$ cat config.mk
export PLATFORM = sky130hd
export DESIGN_NAME = dcp_top
export DESIGN_NICKNAME = d
export VERILOG_FILES = /design/src/hdl/dcp_pkg.sv /design/src/hdl/dcp_top.sv
export SDC_FILE = /design/constraint.sdc
export NUM_CORES = 2
export LEC_CHECK = 0
export BUFFER_PORTS_ARGS = -buffer_cell sky130_fd_sc_hd__buf_2
export CAP_MARGIN = 15
export CORE_MARGIN = 2
export CORE_UTILIZATION = 40
export DETAILED_ROUTE_END_ITERATION = 16
export GPL_TIMING_DRIVEN = 0
export SLEW_MARGIN = 5
export SYNTH_ARGS = -nofsm -noshare
export SYNTH_HDL_FRONTEND = slang
export SYNTH_HIERARCHICAL = 1
export SYNTH_SLANG_ARGS = --single-unit
export TNS_END_PERCENT = 10
$ cat constraint.sdc
create_clock -name clk -period 13 [get_ports clk]
set_input_delay 0.65 -clock clk [delete_from_list [all_inputs] [get_ports clk]]
set_output_delay 0.65 -clock clk [all_outputs]
set_load 0.05 [all_outputs]
$ cat src/hdl/dcp_pkg.sv
// constants and types of the nine-channel dma transfer parameter block
// Notes on behaviour
// - each channel has a read/write source address at base plus 0x04, reset zero
// - source address is a full 32-bit field giving where data is fetched
// - each channel has a read/write destination address at base plus 0x08, reset zero
// - destination address is a full 32-bit field giving where data is written
// - each channel has a read/write byte count at base plus 0x0C, reset zero
// - byte count sits in bits 15..0; bits 31..16 reserved, read zero
// - source step select 00 advances the source address, 10 holds it
// - destination step select 00 advances the destination address, 10 holds it
// - hardware clears the trigger bit when the programmed transfer completes
// - soft reset of the served channel clears engine, remaining counts and buffer; its write still loads enable and step selects; self-clears
package dcp_pkg;

  localparam int          NUM_CH      = 9;
  localparam int          WORD_W      = 32;
  localparam int          FIFO_DEPTH  = 4;
  localparam int          CH_SEL_LSB  = 8;
  localparam logic [3:0]  NUM_CH_4    = 4'h9;
  localparam logic [7:0]  OFF_CTRL    = 8'h00;
  localparam logic [7:0]  OFF_SRC     = 8'h04;
  localparam logic [7:0]  OFF_DST     = 8'h08;
  localparam logic [7:0]  OFF_CNT     = 8'h0C;
  localparam int          BIT_EN      = 0;
  localparam int          BIT_SRST    = 1;
  localparam int          SRC_STEP_LSB = 4;
  localparam int          DST_STEP_LSB = 6;
  localparam int          BIT_TRIG    = 23;
  localparam logic [1:0]  STEP_INC    = 2'h0;
  localparam logic [1:0]  STEP_FIX    = 2'h2;
  localparam logic [31:0] RST_ADDR    = 32'h0000_0000;
  localparam logic [15:0] RST_CNT     = 16'h0000;
  localparam logic [15:0] UNIT_BYTES  = 16'h0004;
  localparam logic [31:0] UNIT_STEP   = 32'h0000_0004;

  typedef enum logic [1:0] {
    ST_IDLE  = 2'b00,
    ST_PICK  = 2'b01,
    ST_READ  = 2'b10,
    ST_WRITE = 2'b11
  } dcp_state_t;

  typedef struct packed {
    logic       trig;
    logic [1:0] dst_step_select;
    logic [1:0] src_step_select;
    logic       en;
  } dcp_ctrl_t;

  typedef struct packed {
    logic        valid;
    logic        we;
    logic [31:0] addr;
    logic [31:0] wdata;
  } dcp_bus_cmd_t;

  localparam dcp_ctrl_t RST_CTRL = '{trig: 1'b0, dst_step_select: 2'h0,
                                     src_step_select: 2'h0, en: 1'b0};
  localparam dcp_bus_cmd_t RST_CMD = '{valid: 1'b0, we: 1'b0,
                                       addr: 32'h0000_0000, wdata: 32'h0000_0000};

endpackage : dcp_pkg

$ cat src/hdl/dcp_top.sv
// word fifo and the dma channel parameter block with its transfer engine
//
// The plain strobed port is this design's own decision.
`timescale 1ns/1ps
`default_nettype none

module dcp_fifo #(
  parameter int W = 32,
  parameter int D = 4
) (
  input  wire logic         clk,
  input  wire logic         rst,
  input  wire logic         flush,
  input  wire logic         in_valid,
  output logic              in_ready,
  input  wire logic [W-1:0] in_data,
  output logic              out_valid,
  input  wire logic         out_ready,
  output logic [W-1:0]      out_data
);
  localparam int AW = (D > 1) ? $clog2(D) : 1;

  logic [W-1:0]  mem_q [D];
  logic [AW-1:0] wr_ptr_q;
  logic [AW-1:0] rd_ptr_q;
  logic [AW:0]   cnt_q;
  logic          push;
  logic          pop;

  function automatic logic [AW-1:0] next_ptr(input logic [AW-1:0] p);
    next_ptr = (p == AW'(D - 1)) ? '0 : p + AW'(1);
  endfunction : next_ptr

  // honest full and empty from the fill count
  assign in_ready  = (cnt_q != (AW + 1)'(D));
  assign out_valid = (cnt_q != '0);
  assign out_data  = mem_q[rd_ptr_q];
  assign push      = in_valid & in_ready;
  assign pop       = out_valid & out_ready;

  // storage
  always_ff @(posedge clk)
  begin
    if (push)
      mem_q[wr_ptr_q] <= in_data;
  end

  // pointers and count, cleared by reset or flush
  always_ff @(posedge clk)
  begin
    if (rst || flush)
    begin
      wr_ptr_q <= '0;
      rd_ptr_q <= '0;
      cnt_q    <= '0;
    end
    else
    begin
      if (push)
        wr_ptr_q <= next_ptr(wr_ptr_q);
      if (pop)
        rd_ptr_q <= next_ptr(rd_ptr_q);
      if (push && !pop)
        cnt_q <= cnt_q + (AW + 1)'(1);
      else if (pop && !push)
        cnt_q <= cnt_q - (AW + 1)'(1);
    end
  end

endmodule : dcp_fifo

module dcp_top (
  input  wire logic                 clk,
  input  wire logic                 rst,
  input  wire logic [11:0]          reg_addr,
  input  wire logic [31:0]          reg_wdata,
  input  wire logic                 reg_wr,
  input  wire logic                 reg_rd,
  output logic [31:0]               reg_rdata,
  output dcp_pkg::dcp_bus_cmd_t     bus_cmd,
  input  wire logic                 bus_ack,
  input  wire logic [31:0]          bus_rdata,
  output logic                      busy,
  output logic                      xfer_done
);
  dcp_pkg::dcp_ctrl_t    ctrl_q [dcp_pkg::NUM_CH];
  logic [31:0]           src_q  [dcp_pkg::NUM_CH];
  logic [31:0]           dst_q  [dcp_pkg::NUM_CH];
  logic [15:0]           cnt_q  [dcp_pkg::NUM_CH];
  dcp_pkg::dcp_state_t   state_q;
  logic [3:0]            ch_q;
  logic [31:0]           cur_src_q;
  logic [31:0]           cur_dst_q;
  logic [15:0]           rd_left_q;
  logic [15:0]           wr_left_q;
  logic [31:0]           rdata_q;
  dcp_pkg::dcp_bus_cmd_t cmd_q;
  logic                  busy_q;
  logic                  done_q;
  logic [3:0]            acc_ch;
  logic [7:0]            acc_off;
  logic                  acc_hit;
  logic                  srst_hit;
  logic                  abort;
  logic                  finish;
  logic                  pick_any;
  logic [3:0]            pick_ch;
  logic                  fifo_in_ready;
  logic                  fifo_out_valid;
  logic [31:0]           fifo_out_data;
  logic                  fifo_push;
  logic                  fifo_pop;
  logic                  fifo_flush;

  // next working address for one unit under a step select
  function automatic logic [31:0] step_addr(input logic [31:0] a, input logic [1:0] sel);
    step_addr = (sel == dcp_pkg::STEP_FIX) ? a : a + dcp_pkg::UNIT_STEP;
  endfunction : step_addr

  // control word as software sees it; soft reset bit always reads zero
  function automatic logic [31:0] ctrl_word(input dcp_pkg::dcp_ctrl_t c);
    logic [31:0] w;
    w = 32'h0000_0000;
    w[dcp_pkg::BIT_TRIG] = c.trig;
    w[dcp_pkg::DST_STEP_LSB +: 2] = c.dst_step_select;
    w[dcp_pkg::SRC_STEP_LSB +: 2] = c.src_step_select;
    w[dcp_pkg::BIT_EN] = c.en;
    ctrl_word = w;
  endfunction : ctrl_word

  // address split into channel and register offset
  assign acc_ch  = reg_addr[11:dcp_pkg::CH_SEL_LSB];
  assign acc_off = reg_addr[dcp_pkg::CH_SEL_LSB-1:0];
  assign acc_hit = (acc_ch < dcp_pkg::NUM_CH_4);

  // soft reset strobe for the channel the engine is serving
  assign srst_hit = reg_wr && acc_hit && (acc_off == dcp_pkg::OFF_CTRL)
                    && reg_wdata[dcp_pkg::BIT_SRST] && (acc_ch == ch_q)
                    && (state_q != dcp_pkg::ST_IDLE);
  assign abort    = (state_q == dcp_pkg::ST_PICK) && !ctrl_q[ch_q].en;
  assign finish   = (state_q == dcp_pkg::ST_PICK) && ctrl_q[ch_q].en
                    && (wr_left_q == 16'h0000) && !srst_hit;

  // lowest-numbered enabled and triggered channel wins the engine
  always_comb
  begin
    pick_any = 1'b0;
    pick_ch  = 4'h0;
    for (int i = dcp_pkg::NUM_CH - 1; i >= 0; i--)
    begin
      if (ctrl_q[i].en && ctrl_q[i].trig)
      begin
        pick_any = 1'b1;
        pick_ch  = 4'(i);
      end
    end
  end

  // programmed parameters, written only by software
  always_ff @(posedge clk)
  begin
    if (rst)
    begin
      for (int i = 0; i < dcp_pkg::NUM_CH; i++)
      begin
        src_q[i] <= dcp_pkg::RST_ADDR;
        dst_q[i] <= dcp_pkg::RST_ADDR;
        cnt_q[i] <= dcp_pkg::RST_CNT;
      end
    end
    else if (reg_wr && acc_hit)
    begin
      if (acc_off == dcp_pkg::OFF_SRC)
        src_q[acc_ch] <= reg_wdata;
      else if (acc_off == dcp_pkg::OFF_DST)
        dst_q[acc_ch] <= reg_wdata;
      else if (acc_off == dcp_pkg::OFF_CNT)
        cnt_q[acc_ch] <= reg_wdata[15:0];
    end
  end

  // control fields; a software set of the trigger beats the hardware clear
  always_ff @(posedge clk)
  begin
    if (rst)
    begin
      for (int i = 0; i < dcp_pkg::NUM_CH; i++)
      begin
        ctrl_q[i] <= dcp_pkg::RST_CTRL;
      end
    end
    else
    begin
      if (finish)
        ctrl_q[ch_q].trig <= 1'b0;
      if (reg_wr && acc_hit && (acc_off == dcp_pkg::OFF_CTRL))
      begin
        ctrl_q[acc_ch].en              <= reg_wdata[dcp_pkg::BIT_EN];
        ctrl_q[acc_ch].src_step_select <= reg_wdata[dcp_pkg::SRC_STEP_LSB +: 2];
        ctrl_q[acc_ch].dst_step_select <= reg_wdata[dcp_pkg::DST_STEP_LSB +: 2];
        if (reg_wdata[dcp_pkg::BIT_TRIG])
          ctrl_q[acc_ch].trig <= 1'b1;
      end
    end
  end

  // read data, valid in the cycle after the read strobe
  always_ff @(posedge clk)
  begin
    if (rst)
    begin
      rdata_q <= 32'h0000_0000;
    end
    else if (reg_rd && acc_hit)
    begin
      if (acc_off == dcp_pkg::OFF_CTRL)
        rdata_q <= ctrl_word(ctrl_q[acc_ch]);
      else if (acc_off == dcp_pkg::OFF_SRC)
        rdata_q <= src_q[acc_ch];
      else if (acc_off == dcp_pkg::OFF_DST)
        rdata_q <= dst_q[acc_ch];
      else if (acc_off == dcp_pkg::OFF_CNT)
        rdata_q <= {16'h0000, cnt_q[acc_ch]};
      else
        rdata_q <= 32'h0000_0000; // unmapped offset
    end
    else
    begin
      rdata_q <= 32'h0000_0000; // unmapped channel or no read
    end
  end

  // engine sequencing: fetch into the fifo while it has room, else drain
  always_ff @(posedge clk)
  begin
    if (rst || srst_hit)
    begin
      state_q <= dcp_pkg::ST_IDLE;
      cmd_q   <= dcp_pkg::RST_CMD;
    end
    else
    begin
      case (state_q)
        dcp_pkg::ST_IDLE:
        begin
          if (pick_any)
          begin
            state_q <= dcp_pkg::ST_PICK;
          end
        end
        dcp_pkg::ST_PICK:
        begin
          if (abort || finish)
          begin
            state_q <= dcp_pkg::ST_IDLE;
          end
          else if ((rd_left_q != 16'h0000) && fifo_in_ready)
          begin
            cmd_q   <= '{valid: 1'b1, we: 1'b0, addr: cur_src_q, wdata: 32'h0000_0000};
            state_q <= dcp_pkg::ST_READ;
          end
          else if (fifo_out_valid)
          begin
            cmd_q   <= '{valid: 1'b1, we: 1'b1, addr: cur_dst_q, wdata: fifo_out_data};
            state_q <= dcp_pkg::ST_WRITE;
          end
        end
        dcp_pkg::ST_READ, dcp_pkg::ST_WRITE:
        begin
          if (bus_ack)
          begin
            cmd_q   <= dcp_pkg::RST_CMD;
            state_q <= dcp_pkg::ST_PICK;
          end
        end
        default:
        begin
          state_q <= dcp_pkg::ST_IDLE;
        end
      endcase
    end
  end

  // working copies of address and count, kept apart from the programmed values
  always_ff @(posedge clk)
  begin
    if (rst)
    begin
      ch_q      <= 4'h0;
      cur_src_q <= dcp_pkg::RST_ADDR;
      cur_dst_q <= dcp_pkg::RST_ADDR;
      rd_left_q <= dcp_pkg::RST_CNT;
      wr_left_q <= dcp_pkg::RST_CNT;
    end
    else if (srst_hit)
    begin
      rd_left_q <= dcp_pkg::RST_CNT;
      wr_left_q <= dcp_pkg::RST_CNT;
    end
    else if ((state_q == dcp_pkg::ST_IDLE) && pick_any)
    begin
      ch_q      <= pick_ch;
      cur_src_q <= src_q[pick_ch];
      cur_dst_q <= dst_q[pick_ch];
      rd_left_q <= cnt_q[pick_ch];
      wr_left_q <= cnt_q[pick_ch];
    end
    else if ((state_q == dcp_pkg::ST_READ) && bus_ack)
    begin
      cur_src_q <= step_addr(cur_src_q, ctrl_q[ch_q].src_step_select);
      rd_left_q <= rd_left_q - dcp_pkg::UNIT_BYTES;
    end
    else if ((state_q == dcp_pkg::ST_WRITE) && bus_ack)
    begin
      cur_dst_q <= step_addr(cur_dst_q, ctrl_q[ch_q].dst_step_select);
      wr_left_q <= wr_left_q - dcp_pkg::UNIT_BYTES;
    end
  end

  // status outputs
  always_ff @(posedge clk)
  begin
    if (rst)
    begin
      busy_q <= 1'b0;
      done_q <= 1'b0;
    end
    else
    begin
      busy_q <= (state_q != dcp_pkg::ST_IDLE) && !srst_hit && !abort && !finish;
      done_q <= finish;
    end
  end

  // fifo traffic: fill on read answer, drain when a write is issued
  assign fifo_push  = (state_q == dcp_pkg::ST_READ) && bus_ack && !srst_hit;
  assign fifo_pop   = (state_q == dcp_pkg::ST_PICK) && !abort && !finish && !srst_hit
                      && !((rd_left_q != 16'h0000) && fifo_in_ready);
  assign fifo_flush = srst_hit || abort || finish;

  dcp_fifo #(
    .W (dcp_pkg::WORD_W),
    .D (dcp_pkg::FIFO_DEPTH)
  ) u_fifo (
    .clk       (clk),
    .rst       (rst),
    .flush     (fifo_flush),
    .in_valid  (fifo_push),
    .in_ready  (fifo_in_ready),
    .in_data   (bus_rdata),
    .out_valid (fifo_out_valid),
    .out_ready (fifo_pop),
    .out_data  (fifo_out_data)
  );

  assign reg_rdata = rdata_q;
  assign bus_cmd   = cmd_q;
  assign busy      = busy_q;
  assign xfer_done = done_q;

endmodule : dcp_top

`default_nettype wire

==> Word-level counts from Yosys, hierarchy flattened <==
Memory sizes are Yosys's and may differ from the RTL's. A register that Yosys moved wholly into a read port is not among the register bits.
Index checks and enable logic that the tools add are counted.
{ "totals": {"in_bits": 81, "wordCells": 222, "n_memories": 5, "ram_bits": 902, "reg_bits": 209, "out_inout_bits": 100} }
{ "op_classes": {"add_sub_neg": 8, "reduce_logical": 70, "magnitude_cmp": 1, "bitwise": 4, "eq_ne": 20, "mux": 97} }
{ "memory_table": {"columns": ["memory", "depth", "width", "read_ports", "rd_ports_with_merged_regs", "write_ports", "line_no", "text"], "rows": [
  ["dst_q", 9, 32, 2, 0, 9, "dcp_top.sv:88", "logic [31:0] dst_q [dcp_pkg::NUM_CH];"],
  ["src_q", 9, 32, 2, 0, 9, "dcp_top.sv:87", "logic [31:0] src_q [dcp_pkg::NUM_CH];"],
  ["cnt_q", 9, 16, 2, 0, 9, "dcp_top.sv:89", "logic [15:0] cnt_q [dcp_pkg::NUM_CH];"],
  ["u_fifo.mem_q", 4, 32, 1, 1, 1, "dcp_top.sv:23", "logic [W-1:0] mem_q [D];"],
  ["ctrl_q", 9, 6, 11, 1, 9, "dcp_top.sv:86", "dcp_pkg::dcp_ctrl_t ctrl_q [dcp_pkg::NUM_CH];"]
]} }
{ "ops": {"columns": ["operator", "count"], "rows": [
  ["$mux 32", 11],
  ["$mux 66", 4],
  ["$pmux 66 s2", 1],
  ["$mux 16", 7],
  ["$add 32x3->32 const B", 2],
  ["$mux 4", 16],
  ["$reduce_or 32->1", 2],
  ["$mux 1", 41],
  ["$logic_and 1x1->1", 33],
  ["$sub 16x3->16 const B", 2],
  ["$mux 24", 1],
  ["$mux 2", 11],
  ["$eq 8x4->1 const B", 2],
  ["$logic_not 16->1", 1],
  ["$reduce_bool 16->1", 1],
  ["$reduce_or 16->1", 1],
  ["$eq 2x2->1 const B", 6],
  ["$mux 6", 2],
  ["$ne 2x2->1 const B", 6],
  ["$reduce_or 6->1", 2],
  ["$reduce_bool 2->1", 5],
  ["$eq 8x3->1 const B", 1],
  ["$logic_not 8->1", 1],
  ["$reduce_and 4->1", 2],
  ["other kinds (21)", 39]
]} }

==> Logic depth before layout (Yosys ltp) <==
{ "depth": {"ltp_word": 16, "depth_mapped": 14} }

==> Hierarchy <==
The synthesis kept the hierarchy.
{ "modules_own_cells": {"columns": ["mod", "cells_each", "area_per_inst_um2", "n_inst"], "rows": [
  ["dcp_top", 5123, 74843.0, 1],
  ["dcp_fifo", 217, 5092.4, 1]
]} }

==> Worst setup path before layout <==
No wires, ideal clock.
{ "synth_timing": {"path_kind": "input port to flip-flop", "from": "input reg_addr[8]", "to": "memory dst_q[8][0] (enable)", "required_ps": 12534, "arrival_ps": 4381, "cell_stages": 9, "slack_ps": 8154, "cell_sequence": "buf_4 -> buf_6 -> buf_6 -> buf_4 -> buf_4 -> buf_2 -> nor2_1 -> nand3b_1 -> o21ai_0"} }
{ "synth_rtl": {"columns": ["item", "line_no", "text"], "rows": [
  ["start: declaration", "dcp_top.sv:75", "input wire logic [11:0] reg_addr,"],
  ["end: declaration", "dcp_top.sv:88", null]
]} }

==> qor.yml <==
ant_nets: 0
gr-usage-all-layers: 0.3358
tightestPinTransition_ns: 1.463
crit_fanout: 10
start_util: 0.4012
nNetsFinal: 6507
io_buffer_count: 175
first_iter_violations: 8592
finalCritPeriodShare: 0.4193
antenna_found_initial: 43
post_drt_wl_per_cell_um: 37.51
tns_ns: 0
swShare: 0.2369
viasPerCell: 6.175
grt_max_degree: 38
area_growth_syn_to_layout_pct: 18.49
coreArea_mm2: 0.1992
grt_pass1_vias: 54820
gp_congestion: 1.035
gr-total-overflow: 0
fp.dieW_um: 451.0
clock-root-buffer: "clkbuf_16"
clkTransAtPathRegs_ns: 0.06
start_kind: "primary input"
timing.final.setup_violations: 0
ff2ff_setup_slack_ns: 7.98
synth-seq-cells: 1717
cp-end-kind: "flip-flop"
cts_sinks: 1717
fin_cells: 9243
hp-class: "primary input to flip-flop"
postCtsSetupBuffers: 0
rows: 164
regToRegStartpoint: "ctrl_q[4][5]$_DFF_P_"
fmax_ghz: 0.1835
p_switching_w: 0.003029
reg2reg_to: "ch_q[0]$_SDFFE_PP0P_"
powerDensity_mw_per_mm2: 135.0
drv_slew: 0
synth-edff-count: 1488
syn_avg_cell_area_um2: 14.97
skew_ns: 0.03248
die_area_mm2: 0.2034
comb_power_share: 0.074
htreeDepth: 4
dr.pass1.iters: 8
dp_hpwl_um: 252700
hold_viol: 0
whs_path_depth: 1
post-place-cells: 8847
fin_area_mm2: 0.09471
die_h_um: 451.0
worstPathArrival_ns: 6.15
p_int_w: 0.009757
totalWireLength_um: 346700
synthTopCellsByArea: "edfxtp_1, mux4_2, and2_1, dfxtp_1, mux2i_1"
clock_power_share: 0.426
insertion_delay_ns: 0.86
seq_power_share: 0.500
synth_cells: 5340
vias: 57080
p_leak_nw: 33.47
drive_gt1_frac: 0.2030
hold_end: "u_fifo/mem_q[2][15]$_DFFE_PP_"
path_class: "primary input to flip-flop"
async_reset_ff_frac: 0
synth_ff_type: "edfxtp_1"
peakVddDrop_uv: 155.4
grt_pass1_wl_um: 461600
syn-cell-area_mm2: 0.07994
drc: 0
synth_top_area_cell: "edfxtp_1"
crit_required_ns: 13.70
reg2reg_depth: 9
cts_resized: 0
yosysWarnings: 6
maxSlewHeadroom: 0.02473
max_cap_viol_count: 0
min_from: "bus_rdata[15]"
cts_buffer_depth: 3
rsz0062_at_grt: "false"
yosysSeqAreaShare: 0.6163
synth_top_area_share: 0.5590
pin_count: 181
cts_buffers: 187
fin_crit_ns: 5.450
yosysUniqueCellTypes: 96
cts_tree: "yes"
status: "completed"
holdWs_ns: 0.03920
placed_area_mm2: 0.08814
==> per-layer routing <==
metal | vias to the layer above | GRT usage | share of wire | routed length (µm)
li1 | 22490 | - | - | -
met1 | 29390 | 0.4203 | 0.36 | 125400
met2 | 4121 | 0.4938 | 0.43 | 149100
met3 | 1050 | 0.1102 | 0.12 | 43320
met4 | 24 | 0.2299 | 0.082 | 28570
met5 | - | 0 | 0.00089 | 309
==> per-stage QoR <==
stage | setup slack [ns] | total power (W) | utilization
finish | 7.550 | 0.01279 | 0.4754
global route | 7.845 | 0.01307 | 0.4752
CTS | 8.012 | 0.01278 | 0.4749
detailed placement | 7.137 | 0.007417 | 0.4423
global placement | 0.8781 | 0.007372 | 0.4335
floorplan | 8.154 | 0.006946 | -
==> cells in the final DEF, fill, tap and decap left out, types with 43 or more instances in the layout <==
cell type     n
nand2_1     378
and2_1      776
edfxtp_1   1488
a21oi_1      96
a31oi_1      90
conb_1      595
buf_2       280
clkbuf_1    299
mux4_2      528
a22oi_1      53
a311oi_1     48
nand3_1      94
nor2_1      175
o21ai_0      52
dfxtp_1     229
clkbuf_16   191
mux2i_1     147
inv_1        43
and3_1       54
a211oi_1     87
==> how the worst max path moves through the flow <==
stage,cells past startpoint,endpoint,start,slack (ns)
floorplan,9,dst_q[8][0]$_SDFFCE_PN0P_,reg_addr[8],8.15
global placement,7,dst_q[3][19]$_SDFFCE_PN0P_,reg_addr[9],0.88
detailed placement,10,src_q[3][11]$_SDFFCE_PN0P_,reg_addr[9],7.14
CTS,10,src_q[7][10]$_SDFFCE_PN0P_,reg_addr[9],8.01
global route,10,dst_q[0][18]$_SDFFCE_PN0P_,reg_addr[3],7.85
finish,10,dst_q[0][19]$_SDFFCE_PN0P_,reg_addr[3],7.55
==> cells in the mapped netlist (53+ instances only) <==
cell and instances:
o21ai_0 79, and3_1 54, a22oi_1 53, and2_1 776
a211oi_1 88, edfxtp_1 1488, nand3_1 94, clkbuf_1 266
mux2i_1 147, a31oi_1 90, a21oi_1 96, nor2_1 180
buf_2 96, nand2_1 378, dfxtp_1 229, mux4_2 528
==> final cells by class <==
class | count | area [µm²]
repair buffers | 290 | 2681
plain buffers | 442 | 2102
clock buffers | 271 | 5380
diodes | 12 | 30.03
clock inverters | 80 | 825.8
multi-input cells | 3730 | 30930
well taps | 2656 | 3323
inverters | 45 | 168.9
flip-flops and latches | 1717 | 49270
fillers | 17620 | 104500
==> critical path, stage by stage <==
cell and delay, ns:
buf_2 0.30, inv_2 0.23, nor2_1 0.66, and2_1 0.22, clkbuf_1 0.98, nand2_1 0.44
clkbuf_1 0.56, nor2_1 0.84, clkbuf_1 0.96, and2_1 0.26
==> sequential cells by signal (all words and copies together), names as in the netlist, 2 cells and up, named ones only <==
signal and cells:
bus_cmd 66, src_q 512, u_fifo/mem_q 128, u_fifo/wr_ptr_q 2, wr_left_q 15, state_q 2
ch_q 4, u_fifo/rd_ptr_q 2, cur_dst_q 32, rd_left_q 15, cur_src_q 32, reg_rdata 32
u_fifo/cnt_q 3, ctrl_q 96, dst_q 512, cnt_q 256
==> kinds of logic (layout without fill, tap and decap cells) <==
family,count (synthesis),in the layout,synth area share
other,1,607,0.00004691
multiplexers,677,677,0.1675
AND/OR/NAND/NOR,1633,1633,0.1104
XOR/XNOR,52,52,0.005697
AO/OA/AOI/OAI,760,760,0.06989
flip-flops,1717,1717,0.6163
buffers and inverters,487,1128,0.02802
adder cells (fa/ha/maj),13,13,0.002129
==> repair_timing <==
| action | CTS | global route |
|---|---|---|
| endpoints found under the hold margin | 104 | 0 |
| endpoints found under the setup margin | 0 | 0 |
| hold buffers | 27 | 0 |
==> power groups by stage <==
stage / logic [W] / clock network (W) / registers (W)
2_1_floorplan: 0.000488 / 0 / 0.00646
3_3_place_gp: 0.000858 / 0 / 0.00651
3_5_place_dp: 0.000908 / 0 / 0.00651
4_1_cts: 0.000918 / 0.00547 / 0.00639
5_1_grt: 0.000962 / 0.00568 / 0.00642
6_report: 0.000943 / 0.00544 / 0.00640
Power figures use the tool's default switching activity.
